==> config.mk <==
export PLATFORM = sky130hd
export DESIGN_NAME = rss_select
export DESIGN_NICKNAME = d
export VERILOG_FILES = /design/src/rss_validator.v /design/src/rss_select.v
export VERILOG_INCLUDE_DIRS = /design/src
export SDC_FILE = /design/constraint.sdc
export NUM_CORES = 1
export LEC_CHECK = 0
export BUFFER_PORTS_ARGS = -buffer_cell sky130_fd_sc_hd__clkbuf_2
export CELL_PAD_IN_SITES_DETAIL_PLACEMENT = 2
export CELL_PAD_IN_SITES_GLOBAL_PLACEMENT = 2
export CORE_MARGIN = 1.5
export CORE_UTILIZATION = 40
export DETAILED_ROUTE_END_ITERATION = 8
export PLACE_DENSITY_LB_ADDON = 0.1
export SLEW_MARGIN = 0
export SYNTH_ARGS = -nofsm -noshare
export SYNTH_HDL_FRONTEND = slang
export SYNTH_SLANG_ARGS = --single-unit
==> constraint.sdc <==
create_clock -name core_clk_in -period 5.47 [get_ports core_clk_in]
set_input_delay 0.8205 -clock core_clk_in [delete_from_list [all_inputs] [get_ports core_clk_in]]
set_output_delay 0.8205 -clock core_clk_in [all_outputs]
set_load 0.02 [all_outputs]
==> src/rss_regs.vh <==
// Constants for the reference selection and switchover block.
// Assumes a plain register port with read data one cycle after the strobe.
// What this block and its host do
// RULE1 - Auto revertive: always use highest priority valid input, switch at once.
// RULE2 - Auto non-revertive: keep current input until it goes invalid.
// RULE3 - Manual modes take the choice from register or selection pins.
// RULE4 - Manual fallback: chosen input while valid, else best valid input.
// RULE5 - Fallback with nothing valid: holdover if history valid, else free-run.
// RULE6 - Manual holdover: no fallback; holdover if history valid, else free-run.
// RULE7 - Manual modes resume tracking once the chosen input is valid again.
// RULE8 - Hitless off: full phase offset passes through at loop bandwidth rate.
// RULE9 - Cancellation without slew keeps the absorbed offset indefinitely; the code still slews it off after switches that are not frequency-locked.
// RULE10 - Frequency-locked means equal or integer-related input frequencies.
// RULE11 - Slew enable removes buildout in bounded steps at a set interval.
// RULE12 - Slew limits also apply on acquisition entry and unlocked switches.
// RULE13 - Hitless pulse-per-second switching only with zero-delay sync off.
// RULE14 - Host switches pulse-per-second inputs only after lock, else soft reset.
// RULE15 - Gapped inputs locked to; gap at most one divided reference period.
// RULE16 - Host sets monitor thresholds so gapping raises no flags.
// RULE17 - Input valid only after monitors stay clear for validation time.
// RULE18 - Equal priority ties go to the lower input index.
`ifndef RSS_REGS_VH
`define RSS_REGS_VH
`define RSS_REG_CTRL 4'h0
`define RSS_REG_PRIO 4'h1
`define RSS_REG_VTIME 4'h2
`define RSS_REG_SLEW 4'h3
`define RSS_REG_FGRP 4'h4
`define RSS_REG_STAT 4'h5
`define RSS_REG_IRQ_STAT 4'h6
`define RSS_REG_IRQ_MASK 4'h7
`define RSS_REG_BUILDOUT 4'h8
`define RSS_CTRL_MODE_LSB 0
`define RSS_CTRL_MAN_LSB 2
`define RSS_CTRL_PIN_SEL 4
`define RSS_CTRL_HIST_VALID 5
`define RSS_CTRL_HITLESS 6
`define RSS_CTRL_SLEW_EN 7
`define RSS_CTRL_ZDS 8
`define RSS_CTRL_PPS 9
`define RSS_CTRL_RESET 16'h0000
`define RSS_PRIO_RESET 16'hE4E4
`define RSS_VTIME_RESET 16'h0010
`define RSS_SLEW_RESET 16'h1004
`define RSS_FGRP_RESET 16'h0000
`define RSS_MODE_AUTO_REV 2'h0
`define RSS_MODE_AUTO_NREV 2'h1
`define RSS_MODE_MAN_FALL 2'h2
`define RSS_MODE_MAN_HOLD 2'h3
`define RSS_ST_FREE 2'h0
`define RSS_ST_HOLD 2'h1
`define RSS_ST_TRACK 2'h2
`define RSS_IRQ_SWITCH 0
`define RSS_IRQ_HOLD 1
`define RSS_IRQ_FREE 2
`define RSS_IRQ_INVALID 3
`endif

==> src/rss_validator.v <==
// One input validation timer: flag-free time before the input is usable.
// Assumes monitor flags already synchronised to core_clk_in.
`timescale 1ns/1ps
module rss_validator #(
  parameter CW = 16
) (
  input wire core_clk_in,
  input wire rst_b_in,
  input wire flag_in,
  input wire [CW-1:0] vtime_in,
  output reg valid_out
);
  reg [CW-1:0] count;

  // Any flag restarts the full qualification period
  always @(posedge core_clk_in or negedge rst_b_in) begin
    if (!rst_b_in) begin
      count <= {CW{1'b0}};
      valid_out <= 1'b0;
    end else if (flag_in) begin
      count <= {CW{1'b0}};
      valid_out <= 1'b0;
    end else if (count >= vtime_in) begin
      valid_out <= 1'b1; // RULE17
    end else begin
      count <= count + {{(CW-1){1'b0}}, 1'b1};
    end
  end
endmodule

==> src/rss_select.v <==
// Reference selection, holdover and hitless switchover control for one loop.
// Assumes monitor flags and selection pins are asynchronous to core_clk_in,
// and that the phase detector delivers a signed offset on the same clock.
//
// Local design decisions: the register addresses and the plain strobed port.
`timescale 1ns/1ps
`include "rss_regs.vh"
module rss_select #(
  parameter N = 4,
  parameter PW = 16
) (
  input wire core_clk_in,
  input wire rst_b_in,
  input wire [3:0] reg_addr_in,
  input wire [15:0] reg_wdata_in,
  input wire reg_wr_in,
  input wire reg_rd_in,
  output reg [15:0] reg_rdata_out,
  input wire [N-1:0] monitor_flag_in,
  input wire [1:0] select_pins_in,
  input wire loop_locked_in,
  input wire signed [PW-1:0] phase_offset_in,
  output reg [1:0] active_ref_out,
  output reg [1:0] loop_state_out,
  output reg signed [PW-1:0] phase_buildout_out,
  output reg slew_active_out,
  output reg irq_out
);

  // ****************************************
  // Synchronisers and validation
  // ****************************************
  reg [N-1:0] flag_meta;
  reg [N-1:0] flag_sync;
  reg [1:0] pin_meta;
  reg [1:0] pin_sync;
  reg [15:0] ctrl;
  reg [15:0] prio;
  reg [15:0] vtime;
  reg [15:0] slew;
  reg [15:0] fgrp;
  reg [3:0] irq_stat;
  reg [3:0] irq_mask;
  wire [N-1:0] valid;

  always @(posedge core_clk_in or negedge rst_b_in) begin
    if (!rst_b_in) begin
      flag_meta <= {N{1'b1}};
      flag_sync <= {N{1'b1}};
      pin_meta <= 2'h0;
      pin_sync <= 2'h0;
    end else begin
      flag_meta <= monitor_flag_in;
      flag_sync <= flag_meta;
      pin_meta <= select_pins_in;
      pin_sync <= pin_meta;
    end
  end

  genvar gi;
  generate
    for (gi = 0; gi < N; gi = gi + 1) begin : g_val
      rss_validator #(.CW(16)) u_val (
        .core_clk_in(core_clk_in),
        .rst_b_in(rst_b_in),
        .flag_in(flag_sync[gi]),
        .vtime_in(vtime),
        .valid_out(valid[gi])
      );
    end
  endgenerate

  // ****************************************
  // Priority choice
  // ****************************************
  // Lower priority field value wins; strict compare keeps lower index on ties
  function [2:0] best_valid;
    input [3:0] v;
    input [7:0] p;
    integer i;
    reg [1:0] bp;
    reg found;
    begin
      bp = 2'h3;
      found = 1'b0;
      best_valid = 3'h0;
      for (i = 0; i < 4; i = i + 1) begin
        if (v[i] && (!found || p[2*i +: 2] < bp)) begin // RULE18
          found = 1'b1;
          bp = p[2*i +: 2];
          best_valid = {1'b1, i[1:0]};
        end
      end
    end
  endfunction

  wire [1:0] mode = ctrl[`RSS_CTRL_MODE_LSB +: 2];
  wire hist_ok = ctrl[`RSS_CTRL_HIST_VALID];
  wire [1:0] man_choice = ctrl[`RSS_CTRL_PIN_SEL] ? pin_sync :
    ctrl[`RSS_CTRL_MAN_LSB +: 2]; // RULE3
  wire [2:0] best = best_valid(valid, prio[7:0]);
  // Monitors tuned to gapping keep a gapped input valid and tracked
  wire cur_valid = valid[active_ref_out]; // RULE15
  wire man_valid = valid[man_choice];

  // ****************************************
  // Selection state machine
  // ****************************************
  reg [1:0] next_ref;
  reg [1:0] next_state;
  always @* begin
    next_ref = active_ref_out;
    next_state = loop_state_out;
    case (mode)
      `RSS_MODE_AUTO_REV: begin
        if (best[2]) begin
          next_ref = best[1:0]; // RULE1
          next_state = `RSS_ST_TRACK;
        end else begin
          next_state = hist_ok ? `RSS_ST_HOLD : `RSS_ST_FREE;
        end
      end
      `RSS_MODE_AUTO_NREV: begin
        if (loop_state_out == `RSS_ST_TRACK && cur_valid) begin
          next_ref = active_ref_out; // RULE2
        end else if (best[2]) begin
          next_ref = best[1:0];
          next_state = `RSS_ST_TRACK;
        end else begin
          next_state = hist_ok ? `RSS_ST_HOLD : `RSS_ST_FREE;
        end
      end
      `RSS_MODE_MAN_FALL: begin
        if (man_valid) begin
          next_ref = man_choice; // RULE4 RULE7
          next_state = `RSS_ST_TRACK;
        end else if (best[2]) begin
          next_ref = best[1:0]; // RULE4
          next_state = `RSS_ST_TRACK;
        end else begin
          next_state = hist_ok ? `RSS_ST_HOLD : `RSS_ST_FREE; // RULE5
        end
      end
      `RSS_MODE_MAN_HOLD: begin
        next_ref = man_choice;
        if (man_valid) begin
          next_state = `RSS_ST_TRACK; // RULE7
        end else begin
          next_state = hist_ok ? `RSS_ST_HOLD : `RSS_ST_FREE; // RULE6
        end
      end
      default: begin
        next_state = `RSS_ST_FREE;
      end
    endcase
  end

  // ****************************************
  // Hitless switchover and phase slew
  // ****************************************
  wire switching = (next_state == `RSS_ST_TRACK) &&
    ((next_ref != active_ref_out) || (loop_state_out != `RSS_ST_TRACK));
  wire new_switch = (next_ref != active_ref_out) &&
    (loop_state_out == `RSS_ST_TRACK);
  // Frequency group labels: same label means equal or integer related
  wire freq_locked = new_switch &&
    (fgrp[2*next_ref +: 2] == fgrp[2*active_ref_out +: 2]); // RULE10
  // Pulse-per-second inputs cannot be switched hitlessly with zero-delay sync
  wire hitless_ok = ctrl[`RSS_CTRL_HITLESS] &&
    !(ctrl[`RSS_CTRL_PPS] && ctrl[`RSS_CTRL_ZDS]); // RULE13
  wire slew_en = ctrl[`RSS_CTRL_SLEW_EN];
  wire [7:0] step_lim = slew[7:0];
  wire [7:0] step_int = slew[15:8];
  reg [7:0] step_cnt;
  wire signed [PW-1:0] lim_p = {{(PW-8){1'b0}}, step_lim};
  wire signed [PW-1:0] lim_n = -lim_p;

  always @(posedge core_clk_in or negedge rst_b_in) begin
    if (!rst_b_in) begin
      active_ref_out <= 2'h0;
      loop_state_out <= `RSS_ST_FREE;
      phase_buildout_out <= {PW{1'b0}};
      slew_active_out <= 1'b0;
      step_cnt <= 8'h00;
    end else begin
      active_ref_out <= next_ref;
      loop_state_out <= next_state;
      if (switching) begin
        if (!hitless_ok) begin
          phase_buildout_out <= {PW{1'b0}}; // RULE8
          slew_active_out <= 1'b0;
        end else if (freq_locked || !new_switch) begin
          // Absorb the step; acquisition entry starts from the measured one
          phase_buildout_out <= phase_offset_in; // RULE9
          slew_active_out <= slew_en; // RULE12
        end else begin
          phase_buildout_out <= phase_offset_in;
          slew_active_out <= 1'b1; // RULE12
        end
        step_cnt <= 8'h00;
      end else if (slew_active_out) begin
        if (phase_buildout_out == {PW{1'b0}}) begin
          slew_active_out <= 1'b0;
        end else if (step_cnt >= step_int) begin
          step_cnt <= 8'h00;
          // Bounded step keeps the output phase transient small
          if (phase_buildout_out > lim_p) begin
            phase_buildout_out <= phase_buildout_out - lim_p; // RULE11
          end else if (phase_buildout_out < lim_n) begin
            phase_buildout_out <= phase_buildout_out + lim_p; // RULE11
          end else begin
            phase_buildout_out <= {PW{1'b0}};
          end
        end else begin
          step_cnt <= step_cnt + 8'h01;
        end
      end
    end
  end

  // ****************************************
  // Registers and interrupts
  // ****************************************
  wire [3:0] irq_evt;
  assign irq_evt[`RSS_IRQ_SWITCH] = new_switch;
  assign irq_evt[`RSS_IRQ_HOLD] = (next_state == `RSS_ST_HOLD) &&
    (loop_state_out != `RSS_ST_HOLD);
  assign irq_evt[`RSS_IRQ_FREE] = (next_state == `RSS_ST_FREE) &&
    (loop_state_out != `RSS_ST_FREE);
  assign irq_evt[`RSS_IRQ_INVALID] = (loop_state_out == `RSS_ST_TRACK) &&
    !cur_valid;
  wire wr_irq = reg_wr_in && (reg_addr_in == `RSS_REG_IRQ_STAT);

  always @(posedge core_clk_in or negedge rst_b_in) begin
    if (!rst_b_in) begin
      ctrl <= `RSS_CTRL_RESET;
      prio <= `RSS_PRIO_RESET;
      vtime <= `RSS_VTIME_RESET;
      slew <= `RSS_SLEW_RESET;
      fgrp <= `RSS_FGRP_RESET;
      irq_stat <= 4'h0;
      irq_mask <= 4'h0;
      irq_out <= 1'b0;
      reg_rdata_out <= 16'h0000;
    end else begin
      if (reg_wr_in) begin
        case (reg_addr_in)
          `RSS_REG_CTRL: ctrl <= reg_wdata_in;
          `RSS_REG_PRIO: prio <= reg_wdata_in;
          `RSS_REG_VTIME: vtime <= reg_wdata_in;
          `RSS_REG_SLEW: slew <= reg_wdata_in;
          `RSS_REG_FGRP: fgrp <= reg_wdata_in;
          `RSS_REG_IRQ_MASK: irq_mask <= reg_wdata_in[3:0];
          default: ctrl <= ctrl;
        endcase
      end
      // Set wins over write-one-to-clear in the same cycle
      irq_stat <= (irq_stat & ~(wr_irq ? reg_wdata_in[3:0] : 4'h0)) |
        irq_evt;
      irq_out <= |(irq_stat & irq_mask);
      reg_rdata_out <= 16'h0000;
      if (reg_rd_in) begin
        case (reg_addr_in)
          `RSS_REG_CTRL: reg_rdata_out <= ctrl;
          `RSS_REG_PRIO: reg_rdata_out <= prio;
          `RSS_REG_VTIME: reg_rdata_out <= vtime;
          `RSS_REG_SLEW: reg_rdata_out <= slew;
          `RSS_REG_FGRP: reg_rdata_out <= fgrp;
          `RSS_REG_STAT: reg_rdata_out <= {6'h00, slew_active_out,
            loop_locked_in, loop_state_out, active_ref_out, valid};
          `RSS_REG_IRQ_STAT: reg_rdata_out <= {12'h000, irq_stat};
          `RSS_REG_IRQ_MASK: reg_rdata_out <= {12'h000, irq_mask};
          `RSS_REG_BUILDOUT: reg_rdata_out <= phase_buildout_out[15:0];
          default: reg_rdata_out <= 16'h0000;
        endcase
      end
    end
  end
endmodule

==> results of run 1 <==
[final cells by class]
| type | instances | area, um2 |
|---|---|---|
| diodes | 1 | 2.50 |
| clock buffers | 38 | 757 |
| clock inverters | 10 | 106 |
| fillers | 3614 | 18200 |
| inverters | 69 | 259 |
| multi-input cells | 1057 | 7780 |
| flip-flops and latches | 214 | 5380 |
| well taps | 448 | 561 |
| repair buffers | 102 | 566 |
[flip-flops by register name (all words and copies together), names as in the netlist, 8 cells and up]
signal / flops
reg_rdata_out: 16
step_cnt: 8
ctrl: 16
vtime: 16
prio: 16
g_val.u_val.count: 64
slew: 16
phase_buildout_out: 16
fgrp: 16
[power by group through the flow]
stage               Clock [mW]  Sequential, mW  Combinational [mW]
floorplan                    0            2.14                1.43
global placement             0            2.29                1.98
detailed placement           0            2.30                2.06
CTS                       1.82            2.28                2.09
global route              1.88            2.31                2.30
finish                    1.77            2.28                2.08
[cell families after synthesis]
logic type / Yosys count / share of synthesized area (%)
flops: 214 / 39.3
simple gates: 441 / 17.0
fa+ha+maj: 114 / 10.5
mux: 112 / 9.41
xor+xnor: 28 / 1.85
compound gates: 362 / 17.8
buf+inv: 134 / 4.08
[stage by stage]
stage          total power [mW]  util [%]  instances  hold slack, ns  setup WS, ns
6_report                   6.13      45.8       1939           0.275         0.505
3_3_place_gp               4.26      43.3       1890           0.335         0.842
4_1_cts                    6.18      45.8       1938           0.304         0.538
3_5_place_dp               4.37      43.3       1890           0.339         0.554
2_1_floorplan              3.57         -       1405           0.331          1.58
5_1_grt                    6.49      45.8       1938           0.327         0.150
[synthesized netlist by cell type (all sizes together) (19+ instances only)]
master  count
a21o       32
a21oi      99
a31oi      23
and3       19
clkbuf     54
dfrtp     195
dfstp      19
ha        112
inv        69
mux2       93
nand2      91
nand3      41
nand4      33
nor2       81
nor3       31
o21ai      66
o31ai      20
or3        34
[metal layers]
layer,vias up,global-route usage (%),routed length [um]
li1,5409,-,-
met1,6148,35.0,21000
met2,193,48.4,23800
met3,60,2.96,1660
met4,2,6.12,895
met5,-,0,15
[critical path, stage by stage, from the launching register on]
cell,delay (ns)
dfrtp_1,0.56
inv_1,0.17
o22ai_1,0.27
ha_1,0.32
o21a_1,0.12
o21ai_0,0.23
a21oi_1,0.12
a31oi_1,0.18
ha_1,0.16
nand3b_1,0.09
a221o_1,0.29
and3_1,0.27
o31ai_2,0.47
inv_2,0.11
xnor2_1,0.21
a31oi_4,0.80
buf_4,0.32
nand3_1,0.11
o211ai_2,0.07
[path summary, 6_finish.rpt]
check / cells past startpoint / end / slack (ns)
worst max-delay path: 18 / slew_active_out / 0.50
worst min-delay path: 1 / loop_state_out[1] / 0.28
worst max register to register: 18 / slew_active_out / 0.50
worst min register to register: 0 / pin_sync[1] / 0.35
max in group asynchronous: 2 / step_cnt[0] / 3.98
min in group core_clk_in: 1 / flag_meta[0] / 0.34
==> summary.txt, run 1 <==
Power and ir drop
  • Worst vdd ir: between 200 and 250 uV
  • Combinational Power Share: 33.9%
  • Reg power frac: a little under two fifths
  • Reported net switching power: between 2 and 2.5 mW
  • Switch share: between 30% and 40%
  • Pint: about 3.7 mW
  • P per Cell Area: just under 400 nW/um2
  • Clock power frac: between 20% and 30%
  • Static Leak: about 7 nW

Timing
  • Setup_tns: 0 ns
  • Max Slew Vio Count: 0
  • Slew headroom: roughly 30%
  • RSZ-0062 raised after global routing: no
  • Slew @ Worst Pin: approximately 1.0 ns
  • Final Hold Fails: 0
  • Final setup viols: 0
  • Maximum clock rate: 0.201 GHz
  • Clk_skew: ~0.012 ns
  • Final Cycle Share: 90.8%
  • Minimum clock period: a little under 5 ns

CTS
  • Max clock buf depth: 3
  • Total CTS buffers: 26
  • H-tree depth: 1
  • Buffer count from post-CTS setup fixing: 0
  • Clk Tree Root Cell: clkbuf_16
  • CTS tree: built
  • CTS resizes: 0
  • CTS Hold Buffers Added: 0
  • Clock tree sinks: around 210
  • CTS clk-pin slew, worst paths: around 0.060 ns
  • Worst-Skew Late Latency: roughly 0.55 ns

Placed design
  • Routability Congestion: between 0.8 and 0.9
  • Placed inst area: roughly 15000 um2
  • Port-buffer cells: 84
  • Dpl hpwl: 34.9 mm

GRT
  • GRT Overall Usage: between 20% and 30%
  • Antenna violations before repair: 2
  • First-pass GRT wire length: roughly 75 mm
  • Vias in the first global route: approximately 13000
  • Remaining global-route overflow: 0
  • Largest net degree at the start of global routing: between 90 and 100

Synthesis
  • Share of the synthesized area in the top cell type: 35.7%
  • Cells after Synth: 1405
  • FFs w/ async S/R, synth: 100%
  • Register area share after synthesis: 39.3%
  • Synth Area per Inst: 9.73 um2
  • Net Count, Synth: 1566
  • Cell taking the most area after synthesis: dfrtp_1
  • Area of the mapped netlist: between 10000 and 15000 um2
  • Seq cells post-synth: roughly 210
  • Dominant cells by area after synthesis: dfrtp_1, ha_1, mux2_2
  • Ys flop type: dfrtp_1
  • Distinct cells, synth: 84
  • EDFF count, synth: 0
  • Synth Warn #: 0

Final layout
  • Area growth syn-to-layout: 12.7%
  • Most common cell after layout, fill and taps aside: dfrtp_1
  • Most frequent cells in the layout: dfrtp_1, ha_1, a21oi_1
  • Final instance area: between 15000 and 20000 um2
  • Fraction of layout cells with a size suffix above 1: a little under a fifth
  • Final Net Count: around 1600

Floorplan
  • Initial core utilization: 40.7%
  • Die Span Y: 188 um
  • Die area: 35300 um2
  • Rows: 67
  • I/O pin total: between 80 and 90
  • Width of the die: roughly 190 um
  • Core ar.: 33600 um2

Route
  • Residual DRC: 0
  • Vias: between 10000 and 15000
  • Vias per inst: between 6 and 7
  • Routed len/inst: 24.5 um
  • Drt first pass iters: 6
  • DRT Wirelength: between 40 and 50 mm
  • Number of DRC markers in iteration 0: a little under 700
  • Routed Antenna Nets: 0

Worst setup path
  • Setup crit start kind: flip-flop
  • Worst Setup SP: g_val[1].u_val.valid_out
  • WP data arrival: around 5.4 ns
  • CP Capture Type: flip-flop
  • Max FO, Critical Path: 33
  • Critical path class: reg -> reg
  • CP Data Required Time: a little under 6 ns
  • FF-to-FF Start: g_val[1].u_val.valid_out

Hold path
  • HP Class: in -> async

Flow run
  • Max cap viols: 0

Outcome
  • Outcome: finished, final reports clean
No activity file was read; power rests on OpenSTA's default activity.
==> inputs of run 2 (changes only) <==
- BUFFER_PORTS_ARGS: -buffer_cell sky130_fd_sc_hd__clkbuf_2 -> not set
- CORE_UTILIZATION: 40 -> 42
- DONT_BUFFER_PORTS: not set -> 1
==> summary.txt, run 2 (synthesis results as in run 1) <==
Timing
  • Hold Slack: around 0.11 ns
  • RSZ-0062 raised after global routing: no
  • Minimum clock period: between 4 and 5 ns
  • Setup_tns: 0 ns
  • Max Slew Vio Count: 0
  • Final Cycle Share: slightly below 90%
  • Final Hold Fails: 0
  • Clk_skew: 0.0162 ns
  • Slew @ Worst Pin: 1.24 ns
  • Slew headroom: 16.7%
  • Maximum clock rate: approximately 0.21 GHz
  • Min setup slack post-route: ~0.66 ns
  • Final setup viols: 0

Route
  • Vias per inst: roughly 6.3
  • Routed Antenna Nets: 0
  • Drt first pass iters: 7
  • DRT Wirelength: ~48 mm
  • Routed len/inst: roughly 26 um
  • Residual DRC: 0
  • Number of DRC markers in iteration 0: between 500 and 600
  • Vias: approximately 12000

CTS
  • Total CTS buffers: 27
  • Max clock buf depth: 3
  • Worst-Skew Late Latency: approximately 0.56 ns
  • CTS resizes: 0
  • CTS clk-pin slew, worst paths: about 0.06 ns
  • Clk Tree Root Cell: clkbuf_16
  • H-tree depth: 1
  • Buffer count from post-CTS setup fixing: 0
  • Clock tree sinks: approximately 210
  • CTS tree: built

Final layout
  • Fin cells: 1840
  • Final Net Count: 1545
  • Most frequent cells in the layout: dfrtp_1, ha_1, a21oi_1
  • Fin util: a little under half
  • Ant diodes: 0
  • Fraction of layout cells with a size suffix above 1: roughly 14%
  • Reg with most FFs: g_val.u_val.count
  • Final instance area: 15000 um2
  • Max reg flops: 64
  • Most common cell after layout, fill and taps aside: dfrtp_1
  • Area growth syn-to-layout: 9.68%

Floorplan
  • Rows: 65
  • Core ar.: 31800 um2
  • Die area: ~34000 um2
  • Width of the die: 183 um
  • Die Span Y: 183 um
  • I/O pin total: 85
  • Initial core utilization: 43.0%

Placed design
  • Routability Congestion: roughly 0.9
  • Port-buffer cells: 0
  • Placed inst area: 14100 um2
  • # placed instances: between 1500 and 2000
  • Dpl hpwl: ~34 mm
  • Dpl ws: approximately 0.75 ns

GRT
  • Top Usage Layer GRT: met2
  • Largest net degree at the start of global routing: approximately 200
  • First-pass GRT wire length: 75.4 mm
  • Global Route met2 Usage: roughly 52%
  • Remaining global-route overflow: 0
  • Antenna violations before repair: 1
  • Vias in the first global route: approximately 13000
  • Grt met3 use: 4.40%
  • GRT Overall Usage: between 20% and 30%
  • Met1 Resource Use GR: 35.2%

Power and ir drop
  • Worst vdd ir: 271 uV
  • Static Leak: 6.59 nW
  • Reg power frac: between 30% and 40%
  • Pint: 3.72 mW
  • Switch share: 38.9%
  • Clock power frac: a little under 30%
  • Reported net switching power: 2.37 mW
  • Combinational Power Share: between 30% and 40%
  • P per Cell Area: about 400 nW/um2
  • Total chip power: a little over 6 mW

Worst setup path
  • Setup crit start kind: flip-flop
  • WP data arrival: roughly 5.3 ns
  • CP Capture Type: flip-flop
  • Max FO, Critical Path: 21
  • Critical path class: reg -> reg
  • CP Data Required Time: approximately 5.9 ns

Flow run
  • Max cap viols: 0

Outcome
  • Outcome: finished, final reports clean

Hold path
  • HP Class: in -> async
-- run 2: changes by cell type in the layout (fill, tap and decap cells not counted), moves of 2 or more --
cell	delta
clkbuf_2	-83
clkbuf_1	+5
buf_4	-4
clkinv_2	-4
clkbuf_8	+2
-- run 2: timing repair --
item,CTS,global route
endpoints found under the setup margin,0,0
endpoints found under the hold margin,195,0
hold buffers,1,0
-- run 2: final timing paths --
path / start / end / slack [ns] / cells past startpoint
min in group core_clk_in: monitor_flag_in[0] / flag_meta[0] / 0.25 / 0
worst min-delay path: rst_b_in / flag_sync[0] / 0.11 / 0
worst min register to register: flag_meta[1] / flag_sync[1] / 0.35 / 0
worst max-delay path: g_val[0].u_val.valid_out / phase_buildout_out[2] / 0.66 / 17
max in group asynchronous: rst_b_in / phase_buildout_out[1] / 4.30 / 1
worst max register to register: g_val[0].u_val.valid_out / phase_buildout_out[2] / 0.66 / 17
-- run 2: metal layers --
metal,vias up,part of all wire (%)
met5,-,0
met4,0,3.1
met3,95,4.4
met2,234,50
met1,6045,42
li1,5214,-
-- run 2: power groups by stage --
stage	logic, mW	clock network (mW)	registers, mW
floorplan	1.43	0	2.14
global placement	1.75	0	2.37
detailed placement	1.85	0	2.39
CTS	1.92	1.86	2.37
global route	2.12	1.91	2.40
finish	1.91	1.81	2.37
-- run 2: final cells by class --
type,count,area (um2)
fillers,3324,16800
clock inverters,5,90.1
clock buffers,45,803
inverters,69,259
repair buffers,15,133
multi-input cells,1057,7790
well taps,435,544
flip-flops and latches,214,5380
-- run 2: critical path, stage by stage, from the launching register on --
cell and delay (ns):
dfrtp_1 0.52, and4b_1 0.27, a211oi_1 0.47, o21a_1 0.18
o21ai_0 0.11, a21oi_1 0.19, a31oi_1 0.07, ha_1 0.35
nand3b_1 0.09, a221o_1 0.32, and3_1 0.27, o31ai_2 0.44
inv_2 0.11, xnor2_1 0.21, a31oi_4 0.52, buf_4 0.34
a21oi_1 0.07, a22oi_1 0.20
